$ cat src/irq_trim_defines.vh
// Purpose: constants for interrupt routing and offset trim block
// Assumes: byte-wide register port, 8-bit register addresses
// Notes: definitions only
`ifndef IRQ_TRIM_DEFINES_VH
`define IRQ_TRIM_DEFINES_VH
`define ADDR_IRQ_ENABLE 8'h29
`define ADDR_PIN_ROUTING 8'h2A
`define ADDR_PRESSURE_TRIM 8'h2B
`define ADDR_TEMP_TRIM 8'h2C
`define ADDR_ALTITUDE_TRIM 8'h2D
`define RESET_BYTE 8'h00
`define NUM_SOURCES 8
`define BIT_TEMP_THRESHOLD 2
`define BIT_PRESSURE_CHANGE 1
`define BIT_TEMP_CHANGE 0
`define PRESSURE_TRIM_SHIFT 2
`define TEMP_TRIM_SHIFT 0
`define ALTITUDE_TRIM_SHIFT 0
`endif

$ cat src/irq_route_trim.v
// Purpose: interrupt enable, pin routing and user offset trim
// Assumes: register port decoded by the serial front end, same clock
// Notes: event flags come from blocks on core_clk_i, not synchronised
// Contract
// - temperature threshold enable at bit 2, resets 0, gates that source
// - pressure change enable at bit 1, resets 0, gates that source
// - temperature change enable at bit 0, resets 0, gates that source
// - routing register holds one pin-select bit per event source
// - routing bit 0 sends source to second pin, 1 to first
// - all routing bits reset to 0; bit 7..0 source order fixed
// - each pin is OR of all enabled sources routed to it
// - signed trims offset temperature, altitude and pressure results
// - pressure trim 8-bit signed, 4 Pa per LSB
// - temperature trim 8-bit signed, 0.0625 degC per LSB
// - altitude trim 8-bit signed, whole meters, added to altitude
// - trim registers fully read/write, reset to zero
// - enable bit gates each source flag before routing
`timescale 1ns/1ns
`default_nettype none
`include "irq_trim_defines.vh"
module irq_route_trim #(
  parameter P_WIDTH = 20,
  parameter T_WIDTH = 12,
  parameter H_WIDTH = 20
) (
  // clock and reset
  input wire core_clk_i,
  input wire rst_i,
  // register port
  input wire reg_wr_i,
  input wire reg_rd_i,
  input wire [7:0] reg_addr_i,
  input wire [7:0] reg_wdata_i,
  output reg [7:0] reg_rdata_o,
  // event flags, bit 7 data-ready down to bit 0 temperature change
  input wire [7:0] event_flags_i,
  // raw results, pressure in 1 Pa units, trim LSB/4
  input wire [P_WIDTH-1:0] pressure_raw_i,
  input wire [T_WIDTH-1:0] temp_raw_i,
  input wire [H_WIDTH-1:0] altitude_raw_i,
  // interrupt pins, active high, push-pull
  output reg first_interrupt_pin_o,
  output reg second_interrupt_pin_o,
  // trimmed results
  output wire [P_WIDTH-1:0] pressure_trimmed_o,
  output wire [T_WIDTH-1:0] temp_trimmed_o,
  output wire [H_WIDTH-1:0] altitude_trimmed_o
);
  reg [7:0] irq_enable;
  reg [7:0] interrupt_pin_routing;
  reg [7:0] pressure_offset_trim;
  reg [7:0] temperature_offset_trim;
  reg [7:0] altitude_offset_trim;
  reg [7:0] next_rdata;
  // per-register write strobes
  wire wr_enable;
  wire wr_routing;
  wire wr_pressure_trim;
  wire wr_temp_trim;
  wire wr_altitude_trim;
  // named enable bits of the last three sources
  wire temp_threshold_irq_enable;
  wire pressure_change_irq_enable;
  wire temp_change_irq_enable;
  wire [7:0] enable_vec;
  // named pin-select bits, 1 first pin, 0 second pin
  wire data_ready_route_sel;
  wire fifo_route_sel;
  wire pressure_window_route_sel;
  wire temp_window_route_sel;
  wire pressure_threshold_route_sel;
  wire temp_threshold_route_sel;
  wire pressure_change_route_sel;
  wire temp_change_route_sel;
  wire [7:0] route_vec;
  wire [7:0] gated;
  wire [7:0] to_first;
  wire [7:0] to_second;
  wire next_first_pin;
  wire next_second_pin;

  // writes to unmapped addresses match no strobe and are dropped
  assign wr_enable = reg_wr_i & (reg_addr_i == `ADDR_IRQ_ENABLE);
  assign wr_routing = reg_wr_i & (reg_addr_i == `ADDR_PIN_ROUTING);
  assign wr_pressure_trim = reg_wr_i & (reg_addr_i == `ADDR_PRESSURE_TRIM);
  assign wr_temp_trim = reg_wr_i & (reg_addr_i == `ADDR_TEMP_TRIM);
  assign wr_altitude_trim = reg_wr_i & (reg_addr_i == `ADDR_ALTITUDE_TRIM);

  assign temp_threshold_irq_enable = irq_enable[`BIT_TEMP_THRESHOLD];
  assign pressure_change_irq_enable = irq_enable[`BIT_PRESSURE_CHANGE];
  assign temp_change_irq_enable = irq_enable[`BIT_TEMP_CHANGE];
  assign enable_vec = {irq_enable[7:3], temp_threshold_irq_enable,
    pressure_change_irq_enable, temp_change_irq_enable};

  assign data_ready_route_sel = interrupt_pin_routing[7];
  assign fifo_route_sel = interrupt_pin_routing[6];
  assign pressure_window_route_sel = interrupt_pin_routing[5];
  assign temp_window_route_sel = interrupt_pin_routing[4];
  assign pressure_threshold_route_sel = interrupt_pin_routing[3];
  assign temp_threshold_route_sel = interrupt_pin_routing[2];
  assign pressure_change_route_sel = interrupt_pin_routing[1];
  assign temp_change_route_sel = interrupt_pin_routing[0];
  assign route_vec = {data_ready_route_sel, fifo_route_sel,
    pressure_window_route_sel, temp_window_route_sel,
    pressure_threshold_route_sel, temp_threshold_route_sel,
    pressure_change_route_sel, temp_change_route_sel};

  always @(posedge core_clk_i or posedge rst_i) begin
    if (rst_i) begin
      irq_enable <= `RESET_BYTE;
    end else if (wr_enable) begin
      irq_enable <= reg_wdata_i;
    end
  end

  always @(posedge core_clk_i or posedge rst_i) begin
    if (rst_i) begin
      interrupt_pin_routing <= `RESET_BYTE;
    end else if (wr_routing) begin
      interrupt_pin_routing <= reg_wdata_i;
    end
  end

  always @(posedge core_clk_i or posedge rst_i) begin
    if (rst_i) begin
      pressure_offset_trim <= `RESET_BYTE;
    end else if (wr_pressure_trim) begin
      pressure_offset_trim <= reg_wdata_i;
    end
  end

  always @(posedge core_clk_i or posedge rst_i) begin
    if (rst_i) begin
      temperature_offset_trim <= `RESET_BYTE;
    end else if (wr_temp_trim) begin
      temperature_offset_trim <= reg_wdata_i;
    end
  end

  always @(posedge core_clk_i or posedge rst_i) begin
    if (rst_i) begin
      altitude_offset_trim <= `RESET_BYTE;
    end else if (wr_altitude_trim) begin
      altitude_offset_trim <= reg_wdata_i;
    end
  end

  // unmapped reads return zero
  always @* begin
    case (reg_addr_i)
      `ADDR_IRQ_ENABLE: next_rdata = irq_enable;
      `ADDR_PIN_ROUTING: next_rdata = interrupt_pin_routing;
      `ADDR_PRESSURE_TRIM: next_rdata = pressure_offset_trim;
      `ADDR_TEMP_TRIM: next_rdata = temperature_offset_trim;
      `ADDR_ALTITUDE_TRIM: next_rdata = altitude_offset_trim;
      default: next_rdata = 8'h00;
    endcase
  end

  // read data held until the next read so the serial side can shift it
  always @(posedge core_clk_i or posedge rst_i) begin
    if (rst_i) begin
      reg_rdata_o <= 8'h00;
    end else if (reg_rd_i) begin
      reg_rdata_o <= next_rdata;
    end
  end

  genvar i;
  generate
    for (i = 0; i < `NUM_SOURCES; i = i + 1) begin : g_src
      assign gated[i] = event_flags_i[i] & enable_vec[i];
      assign to_first[i] = gated[i] & route_vec[i];
      assign to_second[i] = gated[i] & ~route_vec[i];
    end
  endgenerate

  // several sources may share a pin; host sorts them out
  assign next_first_pin = |to_first;
  assign next_second_pin = |to_second;

  // one register stage; a routing change moves the source next cycle
  always @(posedge core_clk_i or posedge rst_i) begin
    if (rst_i) begin
      first_interrupt_pin_o <= 1'b0;
      second_interrupt_pin_o <= 1'b0;
    end else begin
      first_interrupt_pin_o <= next_first_pin;
      second_interrupt_pin_o <= next_second_pin;
    end
  end

  // pressure LSB is 1 Pa, so trim shifts up by two
  trim_adder #(.WIDTH(P_WIDTH), .SHIFT(`PRESSURE_TRIM_SHIFT)) u_p (
    .core_clk_i(core_clk_i),
    .rst_i(rst_i),
    .raw_i(pressure_raw_i),
    .trim_i(pressure_offset_trim),
    .trimmed_o(pressure_trimmed_o)
  );

  trim_adder #(.WIDTH(T_WIDTH), .SHIFT(`TEMP_TRIM_SHIFT)) u_t (
    .core_clk_i(core_clk_i),
    .rst_i(rst_i),
    .raw_i(temp_raw_i),
    .trim_i(temperature_offset_trim),
    .trimmed_o(temp_trimmed_o)
  );

  trim_adder #(.WIDTH(H_WIDTH), .SHIFT(`ALTITUDE_TRIM_SHIFT)) u_h (
    .core_clk_i(core_clk_i),
    .rst_i(rst_i),
    .raw_i(altitude_raw_i),
    .trim_i(altitude_offset_trim),
    .trimmed_o(altitude_trimmed_o)
  );
endmodule // irq_route_trim
`default_nettype wire

$ cat src/trim_adder.v
// Purpose: add a signed 8-bit trim, scaled by a shift, to a measurement
// Assumes: measurement and trim share the trim's LSB after shifting
// Notes: registered output, wraps on overflow
`timescale 1ns/1ns
`default_nettype none
module trim_adder #(
  parameter WIDTH = 20,
  parameter SHIFT = 0
) (
  // clock and reset
  input wire core_clk_i,
  input wire rst_i,
  // operands
  input wire [WIDTH-1:0] raw_i,
  input wire [7:0] trim_i,
  // result
  output reg [WIDTH-1:0] trimmed_o
);
  wire [WIDTH-1:0] trim_ext;
  assign trim_ext = {{(WIDTH-8){trim_i[7]}}, trim_i} << SHIFT;
  always @(posedge core_clk_i or posedge rst_i) begin
    if (rst_i) begin
      trimmed_o <= {WIDTH{1'b0}};
    end else begin
      trimmed_o <= raw_i + trim_ext;
    end
  end
endmodule // trim_adder
`default_nettype wire
$ cat config.mk
export PLATFORM = sky130hd
export DESIGN_NAME = irq_route_trim
export DESIGN_NICKNAME = d
export VERILOG_FILES = /design/src/irq_route_trim.v /design/src/trim_adder.v
export VERILOG_INCLUDE_DIRS = /design/src
export SDC_FILE = /design/constraint.sdc
export NUM_CORES = 1
export LEC_CHECK = 0
export CAP_MARGIN = 20
export CELL_PAD_IN_SITES_DETAIL_PLACEMENT = 0
export CELL_PAD_IN_SITES_GLOBAL_PLACEMENT = 1
export CORE_UTILIZATION = 50
export CTS_BUF_LIST = sky130_fd_sc_hd__clkbuf_8 sky130_fd_sc_hd__clkbuf_16
export DETAILED_ROUTE_END_ITERATION = 16
export DONT_BUFFER_PORTS = 1
export PLACE_DENSITY = 0.78
export SYNTH_ARGS = -nofsm -noshare
export SYNTH_HDL_FRONTEND = slang
export SYNTH_SLANG_ARGS = --single-unit
$ cat constraint.sdc
create_clock -name core_clk_i -period 4.73 [get_ports core_clk_i]
set_clock_uncertainty 0.05 [all_clocks]
set_input_delay 0.946 -clock core_clk_i [delete_from_list [all_inputs] [get_ports core_clk_i]]
set_output_delay 0.946 -clock core_clk_i [all_outputs]
set_load 0.05 [all_outputs]
==> run summary <==
RUN STATUS
----------------------------------------------------------------------------------
Outcome ............................................................. finished clean

YOSYS
----------------------------------------------------------------------------------
Synth unique cells ..................................................           59
Flops & latches, synth ..............................................          102
Most area-consuming cells after synthesis ........................... sky130_fd_sc_hd__dfrtp_1 44%, sky130_fd_sc_hd__ha_1 10%, sky130_fd_sc_hd__mux2_2 9.7%
Post-synthesis instance area ........................................   5819 sq um
EDFF count, synth ...................................................            0
Adder-cell share of the synthesized area ............................       11.14%
Yosys warnings ......................................................            0
Sequential area share after synthesis ...............................       43.86%
Top_reg_cell synth .................................................. sky130_fd_sc_hd__dfrtp_1
Mapped Nets .........................................................          653
Xor/xnor share of the synthesized area ..............................       6.321%
Syn Area/Cell .......................................................  11.13 sq um
Top cell type's share of synthesized area ...........................       43.86%
Simple-Gate Fraction of Synth Area ..................................       9.783%
Library cell with the largest summed area after synthesis ........... sky130_fd_sc_hd__dfrtp_1
FFs w/ async S/R, synth .............................................       100.0%
Share of cell area taken by muxes after synthesis ...................       10.36%
Gate Count Post-Synth ...............................................          523
Area fraction in compound gates after synthesis .....................       16.47%
Main combinational cell family by area after synthesis .............. compound AO/OA/AOI/OAI gates

LAYOUT
----------------------------------------------------------------------------------
Filler cell count in the final layout ...............................          988
Number of nets at the end of the flow ...............................          653
Ant diodes ..........................................................            0
Total area of multi-input combinational cells .......................   3147 sq um
Final std cell area, no fill ........................................   6256 sq um
Share of final-layout standard cells stronger than drive strength 1 .       15.37%
Area Growth Syn to Fin ..............................................       7.504%
Total area of sequential cells ......................................   2552 sq um

ROUTE
----------------------------------------------------------------------------------
Total Routed Length ................................................. 13120 microns
Final antenna-violating net count ...................................            0
Post-route DRC violation count ......................................            0
Vias post-DR ........................................................         4058
Detailed-router iteration count before antenna repair ...............            4
Routed via count divided by cell count ..............................        6.057
Routed wire length per instance ..................................... 19.59 microns
Number of DRC violations after detailed-routing iteration 0 .........          209

STA
----------------------------------------------------------------------------------
Number of pins with negative max-slew slack in the final report .....            0
Final hold vios .....................................................            0
Clock period minus worst slack ......................................     2.554 ns
Worst-Margin Slew ...................................................    0.8665 ns
Smallest setup slack after layout ...................................     2.176 ns
RSZ-0062 raised after global routing ................................        false
Max Fclk ............................................................    391.5 MHz
Headroom to the max-slew limit ......................................       42.23%
Final worst-path cycle share ........................................       54.00%
Endpoints failing setup .............................................            0
Total Neg Setup Slack ...............................................         0 ns

POWER
----------------------------------------------------------------------------------
P_sw ................................................................  0.0007506 W
Worst voltage drop across the vdd grid ..............................    0.1926 mV
Share of total power in the clock network ...........................        34.7%
Logic pwr share .....................................................        12.1%
Internal power consumption ..........................................   0.001533 W
Power Density ....................................................... 365.0 nW/um^2
Share of total power consumed by net switching ......................       32.87%
Share of power burned in registers ..................................        53.3%
Leakage component of the power ......................................     3.032 nW

SETUP PATH
----------------------------------------------------------------------------------
Element type at the critical path end ...............................    flip-flop
Launching point of the worst reg2reg path ........................... altitude_offset_trim[7]$_DFFE_PP0P_
Critical-path cell with the highest stage delay ..................... sky130_fd_sc_hd__fa_1
Register-to-Register Path Depth .....................................            7
FF-to-FF setup slack ................................................      2.18 ns
Critical path fanouts, max ..........................................            5
CP required .........................................................      4.91 ns
Critical path start-end classification ..............................       in2reg
CP bufs+invs ........................................................            0
Critical Path AT ....................................................      2.73 ns
Largest stage delay, worst path .....................................      0.41 ns
Worst Setup Start Kind ..............................................    input pin
Top cell family by delay on the critical path ....................... compound AO/OA/AOI/OAI gates
Reg-to-reg endpoint ................................................. u_h.trimmed_o[19]$_DFF_PP0_
Cell Chain, Critical Path ........................................... ha_1, fa_1, a21o_1, nand4_1, nand3b_1, a221o_1, a211oi_1, nor3_1

CTS
----------------------------------------------------------------------------------
Source-to-sink clock delay at the later pin of the worst-skew pair ..      0.35 ns
Clock tree from TritonCTS ...........................................         done
Count of clock tree sinks ...........................................          102
Clk pin slew, worst setup/hold paths ................................      0.07 ns
Clock buffers created by TritonCTS ..................................            9
Deepest clock path buffer count .....................................            2
Cell chosen for the clock root ...................................... sky130_fd_sc_hd__clkbuf_16
Number of gates resized after cts ...................................            0
Number of hold-repair buffers added at the cts stage ................            0
H-tree levels .......................................................            3
Buffer count from post-CTS setup fixing .............................            0

GLOBAL ROUTE
----------------------------------------------------------------------------------
Antenna violations before repair ....................................            0
Pin count of the biggest net entering global routing ................           72
Global-route wire length before repair .............................. 20810 microns
Via count of the first global-routing pass ..........................         3976
GRT Overall Usage ...................................................       22.92%
Sum of overflow across all layers after global routing ..............            0

FLOORPLANNING
----------------------------------------------------------------------------------
Total die area ......................................................  12070 sq um
Starting utilization of the core area ...............................       51.18%
Count of pins on the block boundary .................................          142
Vertical die dimension .............................................. 109.9 microns
Row count ...........................................................           39
Core Footprint ......................................................  11370 sq um
Die outline width ................................................... 109.9 microns

WORST HOLD PATH
----------------------------------------------------------------------------------
Hold Path Cell Cnt ..................................................            1
Min-Delay Path Class ................................................      reg2reg
End point of the worst hold path .................................... pressure_offset_trim[6]$_DFFE_PP0P_
Hold path start ..................................................... pressure_offset_trim[6]$_DFFE_PP0P_

PLACEMENT
----------------------------------------------------------------------------------
Area of placed instances ............................................   5944 sq um
Estimated wirelength of the detail-placed design .................... 9919 microns
Port Buffer Count ...................................................            0
RD Place Congestion .................................................       0.8215
Pre-CTS worst setup slack ...........................................     1.810 ns

RUN
----------------------------------------------------------------------------------
Max_cap viols .......................................................            0

==> flip-flops by register name (all words and copies together) (netlist names) <==
register                 count
u_p.trimmed_o               20
reg_rdata_o                  8
enable_vec                   8
u_h.trimmed_o               20
first_interrupt_pin_o        1
temperature_offset_trim      8
interrupt_pin_routing        8
u_t.trimmed_o               12
altitude_offset_trim         8
second_interrupt_pin_o       1
pressure_offset_trim         8
==> worst max path at each step <==
stage | cells after the start | end | from | slack [ns]
global route | 7 | u_h.trimmed_o[19]$_DFF_PP0_ | altitude_offset_trim[7]$_DFFE_PP0P_ | 1.95
CTS | 8 | u_h.trimmed_o[18]$_DFF_PP0_ | altitude_raw_i[0] | 2.18
finish | 8 | u_h.trimmed_o[18]$_DFF_PP0_ | altitude_raw_i[0] | 2.18
floorplan | 1 | altitude_offset_trim[0]$_DFFE_PP0P_ | rst_i | 1.06
detailed placement | 8 | u_h.trimmed_o[18]$_DFF_PP0_ | altitude_raw_i[0] | 1.81
global placement | 8 | u_h.trimmed_o[18]$_DFF_PP0_ | altitude_raw_i[0] | 1.88
==> worst reg2reg max path, stage by stage (launching register included) <==
cell and delay, ns:
sky130_fd_sc_hd__dfrtp_1 0.72, sky130_fd_sc_hd__ha_1 0.46, sky130_fd_sc_hd__a21oi_1 0.21, sky130_fd_sc_hd__o21ai_0 0.13, sky130_fd_sc_hd__a221oi_1 0.33, sky130_fd_sc_hd__o21ai_2 0.16
sky130_fd_sc_hd__a221oi_2 0.28, sky130_fd_sc_hd__xnor2_1 0.14
==> cells in the mapped netlist, types with 2 or more instances <==
cell type / number
sky130_fd_sc_hd__o22ai_1: 10
sky130_fd_sc_hd__clkbuf_1: 7
sky130_fd_sc_hd__xnor2_1: 27
sky130_fd_sc_hd__nor3_1: 9
sky130_fd_sc_hd__a21oi_1: 32
sky130_fd_sc_hd__buf_6: 2
sky130_fd_sc_hd__nor3b_2: 2
sky130_fd_sc_hd__nand4_1: 4
sky130_fd_sc_hd__a211o_1: 4
sky130_fd_sc_hd__nor2_1: 25
sky130_fd_sc_hd__or4_1: 3
sky130_fd_sc_hd__o21ai_2: 2
sky130_fd_sc_hd__a211oi_1: 9
sky130_fd_sc_hd__fa_1: 3
sky130_fd_sc_hd__o211ai_1: 4
sky130_fd_sc_hd__and2_1: 4
sky130_fd_sc_hd__a22oi_1: 6
sky130_fd_sc_hd__ha_1: 47
sky130_fd_sc_hd__nor4_1: 2
sky130_fd_sc_hd__and3_1: 11
sky130_fd_sc_hd__and4_1: 3
sky130_fd_sc_hd__a221oi_1: 4
sky130_fd_sc_hd__inv_1: 15
sky130_fd_sc_hd__mux2_2: 50
sky130_fd_sc_hd__a21o_1: 20
sky130_fd_sc_hd__nand3_1: 5
sky130_fd_sc_hd__xor2_1: 15
sky130_fd_sc_hd__a31oi_1: 7
sky130_fd_sc_hd__dfrtp_1: 102
sky130_fd_sc_hd__a221oi_2: 3
sky130_fd_sc_hd__o21ai_0: 17
sky130_fd_sc_hd__nand2_1: 29
sky130_fd_sc_hd__o31a_1: 2
sky130_fd_sc_hd__buf_2: 3
sky130_fd_sc_hd__mux2i_1: 4
sky130_fd_sc_hd__nor2b_1: 5
sky130_fd_sc_hd__o21a_1: 4
==> power groups by stage <==
stage,Sequential (W),Combinational [W],Clock [W]
floorplan,0.00122,0.000235,0
global placement,0.00123,0.000269,0
detailed placement,0.00123,0.000276,0
CTS,0.00122,0.000277,0.000808
global route,0.00123,0.000311,0.000844
finish,0.00122,0.000276,0.000791
==> kinds of logic after synthesis <==
| family | count (synthesis) |
|---|---|
| adders and majority gates | 50 |
| AOI/OAI and AO/OA | 138 |
| muxes | 54 |
| xor gates and xnor gates | 42 |
| buffers and inverters | 27 |
| DFF | 102 |
| and+or+nand+nor | 110 |
==> cell type report <==
class / count / share of cell area [%]
multi-input cells: 394 / 50.30
flip-flops and latches: 102 / 40.80
clock buffers: 9 / 3.600
well taps: 143 / 2.860
clock inverters: 6 / 1.380
inverters: 15 / 0.9400
repair buffers: 1 / 0.1200
==> cell usage in the layout, fill, tap and decap left out, drive strengths merged, types with 2 or more instances in the layout <==
master / netlist / layout
a211o: 4 / 4
a211oi: 10 / 10
a21boi: 2 / 2
a21o: 21 / 21
a21oi: 32 / 32
a221oi: 7 / 7
a22oi: 6 / 6
a31oi: 7 / 7
and2: 4 / 4
and3: 11 / 11
and4: 3 / 3
bufinv: 0 / 2
clkbuf: 7 / 9
clkinv: 0 / 2
dfrtp: 102 / 102
fa: 3 / 3
ha: 47 / 47
inv: 15 / 16
mux2: 50 / 50
mux2i: 4 / 4
nand2: 29 / 29
nand3: 5 / 5
nand4: 4 / 4
nor2: 25 / 25
nor2b: 5 / 5
nor3: 9 / 9
nor3b: 3 / 3
nor4: 2 / 2
o211ai: 4 / 4
o21a: 4 / 4
o21ai: 19 / 19
o22ai: 10 / 10
o31a: 3 / 3
or2: 3 / 3
or4: 3 / 3
xnor2: 27 / 27
xor2: 15 / 15
==> metrics by stage <==
stage / instances / utilization [%] / power, W / hold WS [ns]
after floorplan: 523 / - / 0.001451 / 0.4283
after global placement: 655 / 52.28 / 0.001502 / 0.4739
after detailed placement: 655 / 52.28 / 0.001510 / 0.4827
after CTS: 670 / 55.02 / 0.002302 / 0.4979
after global routing: 670 / 55.02 / 0.002383 / 0.5233
final: 670 / 55.02 / 0.002283 / 0.4890
==> routing by layer <==
layer	GRT usage, %	wire length, microns	vias to the layer above
met3	5.216	759	12
li1	-	-	1943
met4	8.000	199	0
met5	0	0	-
met2	37.63	6438	110
met1	29.57	5723	1993
Note: power is estimated with default switching activity, not from simulation.
